### src/pkg/clock_status_pkg.sv
// Constants and carrier types for the clock source status monitor.
// Assumes an Avalon-MM master with byte addressing and 32-bit data.
package clock_status_pkg;

  // Register map
  localparam logic [31:0] STATUS_ADDR  = 32'h4002_8018;
  localparam logic [15:0] STATUS_RESET = 16'h0003;

  // Field positions inside the status word
  localparam int unsigned RSVD_TOP_BIT     = 15;
  localparam int unsigned XTAL_LOST_BIT    = 14;
  localparam int unsigned XTAL_READY_BIT   = 13;
  localparam int unsigned XTAL_LIVE_BIT    = 12;
  localparam int unsigned PLL_UNLOCKED_BIT = 2;
  localparam int unsigned PLL_LOCKED_BIT   = 1;
  localparam int unsigned PLL_LIVE_BIT     = 0;

  // Index of each sticky flag in the internal flag vector
  localparam int unsigned FLAG_COUNT        = 4;
  localparam int unsigned FLAG_XTAL_LOST    = 3;
  localparam int unsigned FLAG_XTAL_READY   = 2;
  localparam int unsigned FLAG_PLL_UNLOCKED = 1;
  localparam int unsigned FLAG_PLL_LOCKED   = 0;

  // Avalon-MM response codes
  localparam logic [1:0] RESP_OKAY   = 2'h0;
  localparam logic [1:0] RESP_SLVERR = 2'h2;

  typedef enum logic [0:0] {
    BUS_IDLE = 1'b0,
    BUS_ACK  = 1'b1
  } bus_state_t;

  typedef struct packed {
    logic        read;
    logic        write;
    logic [31:0] address;
    logic [31:0] writedata;
    logic [3:0]  byteenable;
  } avmm_req_t;

  typedef struct packed {
    logic        waitrequest;
    logic [31:0] readdata;
    logic [1:0]  response;
  } avmm_rsp_t;

  typedef struct packed {
    logic crystalStable;
    logic pllLocked;
    logic pllConfigValid;
  } clk_src_t;

endpackage

### src/rtl/clock_source_status_monitor.sv
// Clock source status monitor: live crystal and PLL state plus four
// sticky event flags, one 16-bit status register on Avalon-MM.
// Assumes source indications are synchronous to mclk.
//
// Summary of operation
// - Reserved bit 15 always reads zero.
// - Crystal stable falling sets crystal-lost flag.
// - Write 1 clears crystal-lost; flag requests interrupt.
// - Crystal stable rising sets crystal-ready flag.
// - Write 1 clears crystal-ready; flag requests interrupt.
// - Bit 12 shows live crystal stable state.
// - PLL lock loss sets unlocked flag, interrupt source.
// - Unlocked flag re-sets only after relock, loss.
// - PLL lock gain sets locked flag, interrupt source.
// - Locked flag re-sets only after loss, relock.
// - Register resets to 0x0003.
// - Live PLL bit is read-only.
// - Live PLL bit needs lock and valid configuration.
`timescale 1ns/1ps

module clock_source_status_monitor
  import clock_status_pkg::*;
(
  input  wire logic      mclk,
  input  wire logic      resetn,
  input  wire avmm_req_t busReq,
  output avmm_rsp_t      busRsp,
  input  wire clk_src_t  clkSrc,
  input  wire logic      irqEnable,
  output logic           irq
);

  // Full 32-bit compare; any other address answers with an error
  function automatic logic isStatusAddr(input logic [31:0] addr);
    isStatusAddr = (addr == STATUS_ADDR);
  endfunction

  localparam logic [FLAG_COUNT-1:0] FLAG_RESET = {
    STATUS_RESET[XTAL_LOST_BIT],
    STATUS_RESET[XTAL_READY_BIT],
    STATUS_RESET[PLL_UNLOCKED_BIT],
    STATUS_RESET[PLL_LOCKED_BIT]
  };

  localparam avmm_rsp_t RSP_IDLE = '{
    waitrequest: 1'b1,
    readdata:    32'h0000_0000,
    response:    RESP_OKAY
  };

  // Source tracking and sticky flags
  logic                  xtalLive_ff;
  logic                  nxt_xtalLive;
  logic                  pllLive_ff;
  logic                  nxt_pllLive;
  logic [FLAG_COUNT-1:0] flags_ff;
  logic [FLAG_COUNT-1:0] nxt_flags;
  logic [FLAG_COUNT-1:0] setVec;
  logic [FLAG_COUNT-1:0] clrVec;
  logic                  irq_ff;
  logic                  nxt_irq;

  // Bus slave
  bus_state_t            state_ff;
  bus_state_t            nxt_state;
  avmm_rsp_t             rsp_ff;
  avmm_rsp_t             nxt_rsp;
  logic                  wrAccept;
  logic [15:0]           statusWord;

  // Writes land only at the edge where waitrequest is seen low
  assign wrAccept = (state_ff == BUS_ACK) && busReq.write && isStatusAddr(busReq.address);

  always_comb begin
    statusWord                   = 16'h0000;
    statusWord[RSVD_TOP_BIT]     = 1'b0;
    statusWord[XTAL_LOST_BIT]    = flags_ff[FLAG_XTAL_LOST];
    statusWord[XTAL_READY_BIT]   = flags_ff[FLAG_XTAL_READY];
    statusWord[XTAL_LIVE_BIT]    = xtalLive_ff;
    statusWord[PLL_UNLOCKED_BIT] = flags_ff[FLAG_PLL_UNLOCKED];
    statusWord[PLL_LOCKED_BIT]   = flags_ff[FLAG_PLL_LOCKED];
    statusWord[PLL_LIVE_BIT]     = pllLive_ff;
  end

  // Source tracking: edges are taken against the previous live value,
  // so a flag can only set again after the opposite transition.
  always_comb begin
    nxt_xtalLive = clkSrc.crystalStable;
    nxt_pllLive  = clkSrc.pllLocked & clkSrc.pllConfigValid;

    setVec                    = '0;
    setVec[FLAG_XTAL_LOST]    = xtalLive_ff & ~nxt_xtalLive;
    setVec[FLAG_XTAL_READY]   = ~xtalLive_ff & nxt_xtalLive;
    setVec[FLAG_PLL_UNLOCKED] = pllLive_ff & ~nxt_pllLive;
    setVec[FLAG_PLL_LOCKED]   = ~pllLive_ff & nxt_pllLive;

    // Write one to clear, per byte lane; bit 0 and bit 12 ignore writes
    clrVec                    = '0;
    clrVec[FLAG_XTAL_LOST]    = wrAccept & busReq.byteenable[1]
                                & busReq.writedata[XTAL_LOST_BIT];
    clrVec[FLAG_XTAL_READY]   = wrAccept & busReq.byteenable[1]
                                & busReq.writedata[XTAL_READY_BIT];
    clrVec[FLAG_PLL_UNLOCKED] = wrAccept & busReq.byteenable[0]
                                & busReq.writedata[PLL_UNLOCKED_BIT];
    clrVec[FLAG_PLL_LOCKED]   = wrAccept & busReq.byteenable[0]
                                & busReq.writedata[PLL_LOCKED_BIT];
  end

  // A set in the same cycle as a clear wins, so no event is lost
  genvar gi;
  generate
    for (gi = 0; gi < FLAG_COUNT; gi++) begin : g_flag
      assign nxt_flags[gi] = setVec[gi] | (flags_ff[gi] & ~clrVec[gi]);
    end
  endgenerate

  // Follows the flag values as they become visible to software
  assign nxt_irq = irqEnable & (|nxt_flags);

  always_ff @(posedge mclk) begin
    if (!resetn) begin
      xtalLive_ff <= STATUS_RESET[XTAL_LIVE_BIT];
      pllLive_ff  <= STATUS_RESET[PLL_LIVE_BIT];
      flags_ff    <= FLAG_RESET;
      irq_ff      <= 1'b0;
    end else begin
      xtalLive_ff <= nxt_xtalLive;
      pllLive_ff  <= nxt_pllLive;
      flags_ff    <= nxt_flags;
      irq_ff      <= nxt_irq;
    end
  end

  // Bus slave: one wait state, then a single-cycle answer. Read data
  // is captured when the request is first seen.
  always_comb begin
    nxt_state = state_ff;
    nxt_rsp   = rsp_ff;
    case (state_ff)
      BUS_IDLE: begin
        if (busReq.read || busReq.write) begin
          nxt_state           = BUS_ACK;
          nxt_rsp.waitrequest = 1'b0;
          if (isStatusAddr(busReq.address)) begin
            nxt_rsp.response = RESP_OKAY;
            if (busReq.read) begin
              nxt_rsp.readdata = {16'h0000, statusWord};
            end else begin
              nxt_rsp.readdata = 32'h0000_0000;
            end
          end else begin
            nxt_rsp.response = RESP_SLVERR;
            nxt_rsp.readdata = 32'h0000_0000;
          end
        end
      end
      BUS_ACK: begin
        nxt_state = BUS_IDLE;
        nxt_rsp   = RSP_IDLE;
      end
      default: begin
        nxt_state = BUS_IDLE;
        nxt_rsp   = RSP_IDLE;
      end
    endcase
  end

  always_ff @(posedge mclk) begin
    if (!resetn) begin
      state_ff <= BUS_IDLE;
      rsp_ff   <= RSP_IDLE;
    end else begin
      state_ff <= nxt_state;
      rsp_ff   <= nxt_rsp;
    end
  end

  assign busRsp = rsp_ff;
  assign irq    = irq_ff;

endmodule

### config.mk
export PLATFORM = sky130hd
export DESIGN_NAME = clock_source_status_monitor
export DESIGN_NICKNAME = d
export VERILOG_FILES = /design/src/pkg/clock_status_pkg.sv /design/src/rtl/clock_source_status_monitor.sv
export SDC_FILE = /design/constraint.sdc
export NUM_CORES = 1
export LEC_CHECK = 0
export BUFFER_PORTS_ARGS = -buffer_cell sky130_fd_sc_hd__clkbuf_2
export CAP_MARGIN = 10
export CORE_MARGIN = 1
export CORE_UTILIZATION = 33
export DETAILED_ROUTE_END_ITERATION = 16
export PLACE_DENSITY = 0.78
export RECOVER_POWER = 50
export SLEW_MARGIN = 20
export SYNTH_ARGS = -nofsm -noshare
export SYNTH_HDL_FRONTEND = slang
export SYNTH_SLANG_ARGS = --single-unit
### constraint.sdc
create_clock -name mclk -period 1.7 [get_ports mclk]
set_clock_uncertainty 0.1 [all_clocks]
set_input_delay 0.17 -clock mclk [delete_from_list [all_inputs] [get_ports mclk]]
set_output_delay 0.17 -clock mclk [all_outputs]
set_load 0.01 [all_outputs]
==> summary.md, run 1 <==
| Metric | Value |
|---|---|
| Hold WC Path Type | in -> reg |
| CP required | 1.77 ns |
| Post-synthesis cell count | 111 |
| Post-synth top area share | 0.324 |
| Startpoint types | flip-flop |
| Via count | approximately 910 |
| Sw frac | 0.269 |
| Area added between synthesis and finish | 25.7% |
| Post-Syn Area per Cell | 8.89 µm² |
| Sw Pwr | 0.218 mW |
| Port buffer count | 54 |
| Cell Pwr Density | 652 nW/µm² |
| Io pins | around 110 |
| CTS Buf Count | 3 |
| Area leader, netlist | dfxtp_1 |
| Logic pwr share | 0.192 |
| FFs w/ async S/R, synth | 0 |
| Global Route Usage Sum | 0.136 |
| Power share of the clock group | 0.313 |
| Final setup viols | 0 |
| Final hold violation count | 0 |
| Crit path max-delay family | flip-flops |
| Vias in the first global route | 807 |
| Count of state elements after synthesis | 16 |
| Largest net degree at the start of global routing | 11 |
| Die width | 56.7 µm |
| Die Y | 56.7 µm |
| Drc violations | 14 |
| CP Capture Type | flip-flop |
| Failing checks | design-rule violations |
| Mapped Area | 987 µm² |
| Max_cap viols | 0 |
| Outcome | finished, violations left |
| Max FO, Critical Path | 9 |
| Antenna viol nets, final | 0 |
| RSZ-0062 raised after global routing | false |
| Max incr delay on CP | 0.44 ns |
| TritonCTS clock tree | yes |
| Setup_tns | 0 ns |
| Number of detailed-route iterations in the first pass | 12 |
| Final RePlAce weighted congestion | 0.735 |
| # diodes | 0 |
| Root buffer cell | clkbuf_4 |
| First-pass GRT wire length | 3360 µm |
| P_leak | 0.588 nW |
| Worst-path clk slew | 0.09 ns |
| Critical path's slowest cell | dfxtp_1 |
| DR iter-0 viols | 28 |
| Critical-path cell list | and2_1 > nand3_1 > a21oi_1 > a21o_2 > a41oi_1 |
| Final Max Slew Viols | 0 |
| Initial antenna violation count | 0 |
| Post-route clock period utilization | 0.828 |
| Final min period | 1.41 ns |
| Die ar. | 3210 µm² |
| Number of flops mapped to enable cells by yosys | 0 |
| Vias per cell | 4.51 |
| Post-synth cell types | 26 |
| Filler Cell Count | 302 |
| WP data arrival | ~1.5 ns |
| Share of layout cells above drive strength 1 | 0.365 |
| Fin nets | approximately 250 |
| Flop pwr share | 0.495 |
| Hold slack | 0.0109 ns |
| Initial Utilization | 0.352 |
| Critical path class | reg -> reg |
| Rows | 19 |
| Synth Warn # | 0 |
| Worst-Skew Late Latency | 0.29 ns |
| Max Fclk | 0.711 GHz |
| WL/cell | 9.78 µm |
| CTS max path bufs | 2 |
| Top post-synthesis cells by count | buf_4 (27), dfxtp_1 (16), nand2_1 (12) |
| Synth Flop Type | dfxtp_1 |
| Synth area leaders | dfxtp_1 (32%), buf_4 (21%), nand4b_1 (5.3%), nand2_1 (4.6%), nor2_1 (4.2%) |
| H-Tree Depth | 1 |
| Final HPWL DP | 1620 µm |
| Buf+Inv Stages, Crit Path | 0 |
| Sequential fraction of the synthesis area | 0.324 |
| VDD IR max | 341 µV |
| Clock Sinks | 16 |
| Core box area | 2810 µm² |
| Post-Route WL | approximately 2000 µm |
| Cell with the most instances after synthesis | buf_4 |
| P_int | 0.592 mW |
| GRT overflow | 0 |
==> what timing repair did <==
item | in CTS | in global routing
resized for setup | 0 | 0
hold buffers | 2 | 0
setup buffers | 0 | 0
hold endpoints to repair | 2 | 0
==> cells in the final DEF, fill, tap and decap left out <==
master	n
nor2_4	1
a31o_1	2
clkinv_1	1
clkbuf_8	1
nor4b_4	1
nand2_1	12
nor4_2	3
dfxtp_1	16
nand2b_1	1
a21o_2	1
conb_1	27
and2_1	2
dlygate4sd3_1	2
clkbuf_1	8
nor2_1	11
and4bb_1	1
clkbuf_4	3
buf_4	1
a41oi_1	1
a21oi_1	8
nor2b_1	2
o2bb2ai_1	1
nand3_1	2
clkbuf_2	46
a21o_1	1
nor4b_2	2
nor4_4	1
nor3_1	4
nand4_2	2
nand4b_1	6
==> final timing paths <==
check	cells after the start	slack [ns]	endpoint	start
setup reg to reg	5	0.29	irq$_SDFF_PN0_	state_ff$_SDFF_PP0_
hold / removal	2	0.01	pllLive_ff$_SDFF_PN1_	resetn
hold reg to reg	2	0.35	busRsp[15]$_SDFFE_PN0P_	busRsp[15]$_SDFFE_PN0P_
setup / recovery	5	0.29	irq$_SDFF_PN0_	state_ff$_SDFF_PP0_
==> layout make-up <==
cell class	count	area (µm²)	share of cell area
inverter	1	3.75	0.00302
sequential	16	320	0.258
timing repair buffer	57	288	0.232
multi-input combinational	92	554	0.447
tap	31	38.8	0.0313
clock buffer	4	36.3	0.0292
==> metal layers <==
layer  GRT usage  up-vias  share of wire
met5           0        -              0
met4      0.0750        0          0.024
met3      0.0392        5          0.097
met2       0.230       51           0.47
met1       0.153      398           0.41
li1            -      453              -
==> metrics by stage <==
stage / util / power [mW] / std cells / setup WS (ns) / instance area, µm²
final: 0.442 / 0.810 / 201 / 0.293 / 1240
after global routing: 0.442 / 0.862 / 201 / 0.140 / 1240
after CTS: 0.446 / 0.820 / 201 / 0.290 / 1250
after detailed placement: 0.426 / 0.561 / 195 / 0.137 / 1190
after global placement: 0.426 / 0.558 / 195 / 0.134 / 1190
after floorplan: - / 0.530 / 137 / 0.374 / 1080
==> state kept, by name, summed over array words and instances, names as in the netlist <==
register	count
state_ff	1
irq	1
xtalLive_ff	1
flags_ff	4
busRsp	8
pllLive_ff	1
==> worst register-to-register path, cell delays in order (launching register included) <==
cell	delay (ns)
dfxtp_1	0.44
and2_1	0.26
nand3_1	0.11
a21oi_1	0.14
a21o_2	0.15
a41oi_1	0.10
==> cells by family after synthesis <==
family | after synthesis | synth area share
buffers and inverters | 29 | 0.213
AOI/OAI and AO/OA | 14 | 0.0925
DFF | 16 | 0.324
other | 1 | 0.00380
and+or+nand+nor | 51 | 0.366
==> power by group through the flow <==
| stage | logic [mW] | registers, mW | clock network [mW] |
|---|---|---|---|
| 6_report | 0.155 | 0.400 | 0.254 |
| 5_1_grt | 0.176 | 0.404 | 0.282 |
| 4_1_cts | 0.157 | 0.400 | 0.263 |
| 3_5_place_dp | 0.152 | 0.409 | 0 |
| 3_3_place_gp | 0.150 | 0.409 | 0 |
| 2_1_floorplan | 0.120 | 0.409 | 0 |
(Power assumes the default switching activity.)
==> run 2: changes to the inputs <==
--- a/config.mk
+++ b/config.mk
@@ -5,12 +5,13 @@
 export SDC_FILE = /design/constraint.sdc
 export NUM_CORES = 1
 export LEC_CHECK = 0
+export ABC_AREA = 1
 export BUFFER_PORTS_ARGS = -buffer_cell sky130_fd_sc_hd__clkbuf_2
 export CAP_MARGIN = 10
 export CORE_MARGIN = 1
 export CORE_UTILIZATION = 33
 export DETAILED_ROUTE_END_ITERATION = 16
-export PLACE_DENSITY = 0.78
+export PLACE_DENSITY = 0.79
 export RECOVER_POWER = 50
 export SLEW_MARGIN = 20
 export SYNTH_ARGS = -nofsm -noshare
==> constraint.sdc (replaced) <==
create_clock -name mclk -period 1.3 [get_ports mclk]
set_clock_uncertainty 0.1 [all_clocks]
set_input_delay 0.13 -clock mclk [delete_from_list [all_inputs] [get_ports mclk]]
set_output_delay 0.13 -clock mclk [all_outputs]
set_load 0.01 [all_outputs]
==> run 2 against run 1 <==
The run now ends clean. Setup slack lost 0.22 ns. Register-to-register slack got worse by 0.16 ns. Total power up 30%. Wire length down 1.3%. Largest cell class unchanged.
==> summary.md, run 2 <==
| Metric | Value |
|---|---|
| # placed instances | 224 |
| Worst-Skew Late Latency | 0.29 ns |
| Leading cell type in the layout, fill and taps excluded | clkbuf_2 |
| Final Max Slew Viols | 0 |
| RSZ-0062 raised after global routing | false |
| Die width | 56.0 µm |
| Sequential fraction of the synthesis area | 0.333 |
| Post-CTS Hold Buffers | 5 |
| Count of state elements after synthesis | 16 |
| Vias per cell | 4.06 |
| Min-Delay Path Depth | 4 |
| Number of flops mapped to enable cells by yosys | 0 |
| Final HPWL DP | 1630 µm |
| Via count | 947 |
| Share of layout cells above drive strength 1 | 0.302 |
| Dpl ws | -0.101 ns |
| Top post-synthesis cells by count | nand2_1 (37), buf_4 (28), nor2_1 (23) |
| Drc violations | 0 |
| CP Capture Point | irq$_SDFF_PN0_ |
| CP Capture Type | flip-flop |
| Post-synthesis cell count | 140 |
| Number of detailed-route iterations in the first pass | 4 |
| Antenna viol nets, final | 0 |
| Initial Utilization | 0.349 |
| Area added between synthesis and finish | 29.9% |
| Critical path class | in -> reg |
| Max FO, Critical Path | 3 |
| Post-route clock period utilization | 0.944 |
| Global Route Usage Sum | 0.136 |
| Setup_tns | 0 ns |
| TritonCTS clock tree | yes |
| Synth Flop Type | dfxtp_1 |
| Max reg flops | 8 |
| Post-Route WL | 1940 µm |
| CP required | 1.42 ns |
| Root buffer cell | clkbuf_4 |
| R2R depth | 5 |
| R2R Setup Slk | 0.13 ns |
| Startpoint types | input port |
| Synth area leaders | dfxtp_1 (33%), buf_4 (22%), nand2_1 (14%), nor2_1 (9.0%), a21oi_2 (5.5%) |
| First-pass GRT wire length | 3420 µm |
| Die Y | 56.0 µm |
| Max_cap viols | 0 |
| Core box area | ~2800 µm² |
| Final setup viols | 0 |
| DR iter-0 viols | 23 |
| Clock Sinks | 16 |
| Io pins | 112 |
| Post-synth top area share | 0.333 |
| # diodes | 0 |
| GRT overflow | 0 |
| Fin nets | roughly 280 |
| Cell Pwr Density | ~840 nW/µm² |
| Vias in the first global route | between 800 and 900 |
| Hold WC Path Type | in -> reg |
| Setup bufs post-CTS | 0 |
| Worst-path clk slew | 0.10 ns |
| Worst setup margin | 0.0731 ns |
| WL/cell | around 8.3 µm |
| Final min period | 1.23 ns |
| RR Startpoint | state_ff$_SDFF_PP0_ |
| Filler Cell Count | 288 |
| Rows | 19 |
| Post-synth cell types | 15 |
| Mapped Area | around 960 µm² |
| VDD IR max | 756 µV |
| Area leader, netlist | dfxtp_1 |
| CTS Buf Count | 3 |
| Worst setup path start | clkSrc[0] |
| Synth Warn # | 0 |
| Initial antenna violation count | 0 |
| Layout Cells excl Fill | 233 |
| WP data arrival | 1.35 ns |
| Max Fclk | 0.815 GHz |
| Post-CTS Resized | 0 |
| Post-DP Area | 1170 µm² |
| Hold slack | 0.0598 ns |
| CTS max path bufs | 2 |
| H-Tree Depth | 1 |
| Port buffer count | 54 |
| Largest net degree at the start of global routing | 12 |
| Final RePlAce weighted congestion | 0.723 |
| Outcome | finished clean |
| FFs w/ async S/R, synth | 0 |
| Post-Syn Area per Cell | 6.87 µm² |
| Die ar. | roughly 3100 µm² |
| Cell with the most instances after synthesis | nand2_1 |
| Final hold violation count | 0 |
| P_leak | around 0.65 nW |
| R2R Path End | busRsp[2]$_SDFFE_PN0P_ |
| Final Instance Area | roughly 1200 µm² |
| Commonest cells after routing, fill and taps aside | clkbuf_2 (45), nand2_1 (37), conb_1 (27), nor2_1 (23), dfxtp_1 (16) |
==> run 2: worst max-delay path: stages <==
cell and delay, ns:
dlygate4sd3_1 0.54, clkbuf_2 0.10, nand2_1 0.06, or2_2 0.29
nand2_1 0.07, nor2_1 0.04, a21oi_1 0.12
==> run 2: layout make-up <==
type / count / area (µm²) / share of cell area
clock buffer: 4 / 36.3 / 0.0290
inverter: 9 / 33.8 / 0.0270
multi-input combinational: 112 / 497 / 0.397
sequential: 16 / 320 / 0.256
tap: 31 / 38.8 / 0.0310
timing repair buffer: 61 / 324 / 0.259
==> run 2: routing by layer <==
layer	track usage	vias up	wire, µm
met4	0.0662	0	23
met2	0.252	43	955
li1	-	506	-
met3	0.0209	4	120
met5	0	-	0
met1	0.150	394	840
==> run 2: cells by family after synthesis <==
| group | Yosys count | share of synthesized area |
|---|---|---|
| AOI/OAI and AO/OA | 12 | 0.0858 |
| other | 1 | 0.00390 |
| buffers and inverters | 38 | 0.257 |
| DFF | 16 | 0.333 |
| and+or+nand+nor | 73 | 0.320 |
==> run 2: worst min path at each step <==
stage | start | to | slack, ns
2_1_floorplan | resetn | busRsp[34]$_SDFFE_PN1P_ | 0.1
3_3_place_gp | irqEnable | irq$_SDFF_PN0_ | 0.24
3_5_place_dp | irqEnable | irq$_SDFF_PN0_ | 0.25
4_1_cts | busReq[5] | flags_ff[0]$_SDFF_PN1_ | 0.05
5_1_grt | busReq[5] | flags_ff[0]$_SDFF_PN1_ | 0.07
6_report | busReq[5] | flags_ff[0]$_SDFF_PN1_ | 0.06
==> run 2: metrics by stage <==
step | total power [mW] | utilization
floorplan | 0.687 | -
global placement | 0.717 | 0.426
detailed placement | 0.722 | 0.426
CTS | 1.06 | 0.457
global route | 1.11 | 0.453
finish | 1.05 | 0.453
==> run 2: power by group <==
| group | internal, mW | switching [mW] |
|---|---|---|
| clock network | 0.171 | 0.161 |
| logic | 0.0906 | 0.111 |
| registers | 0.510 | 0.00950 |
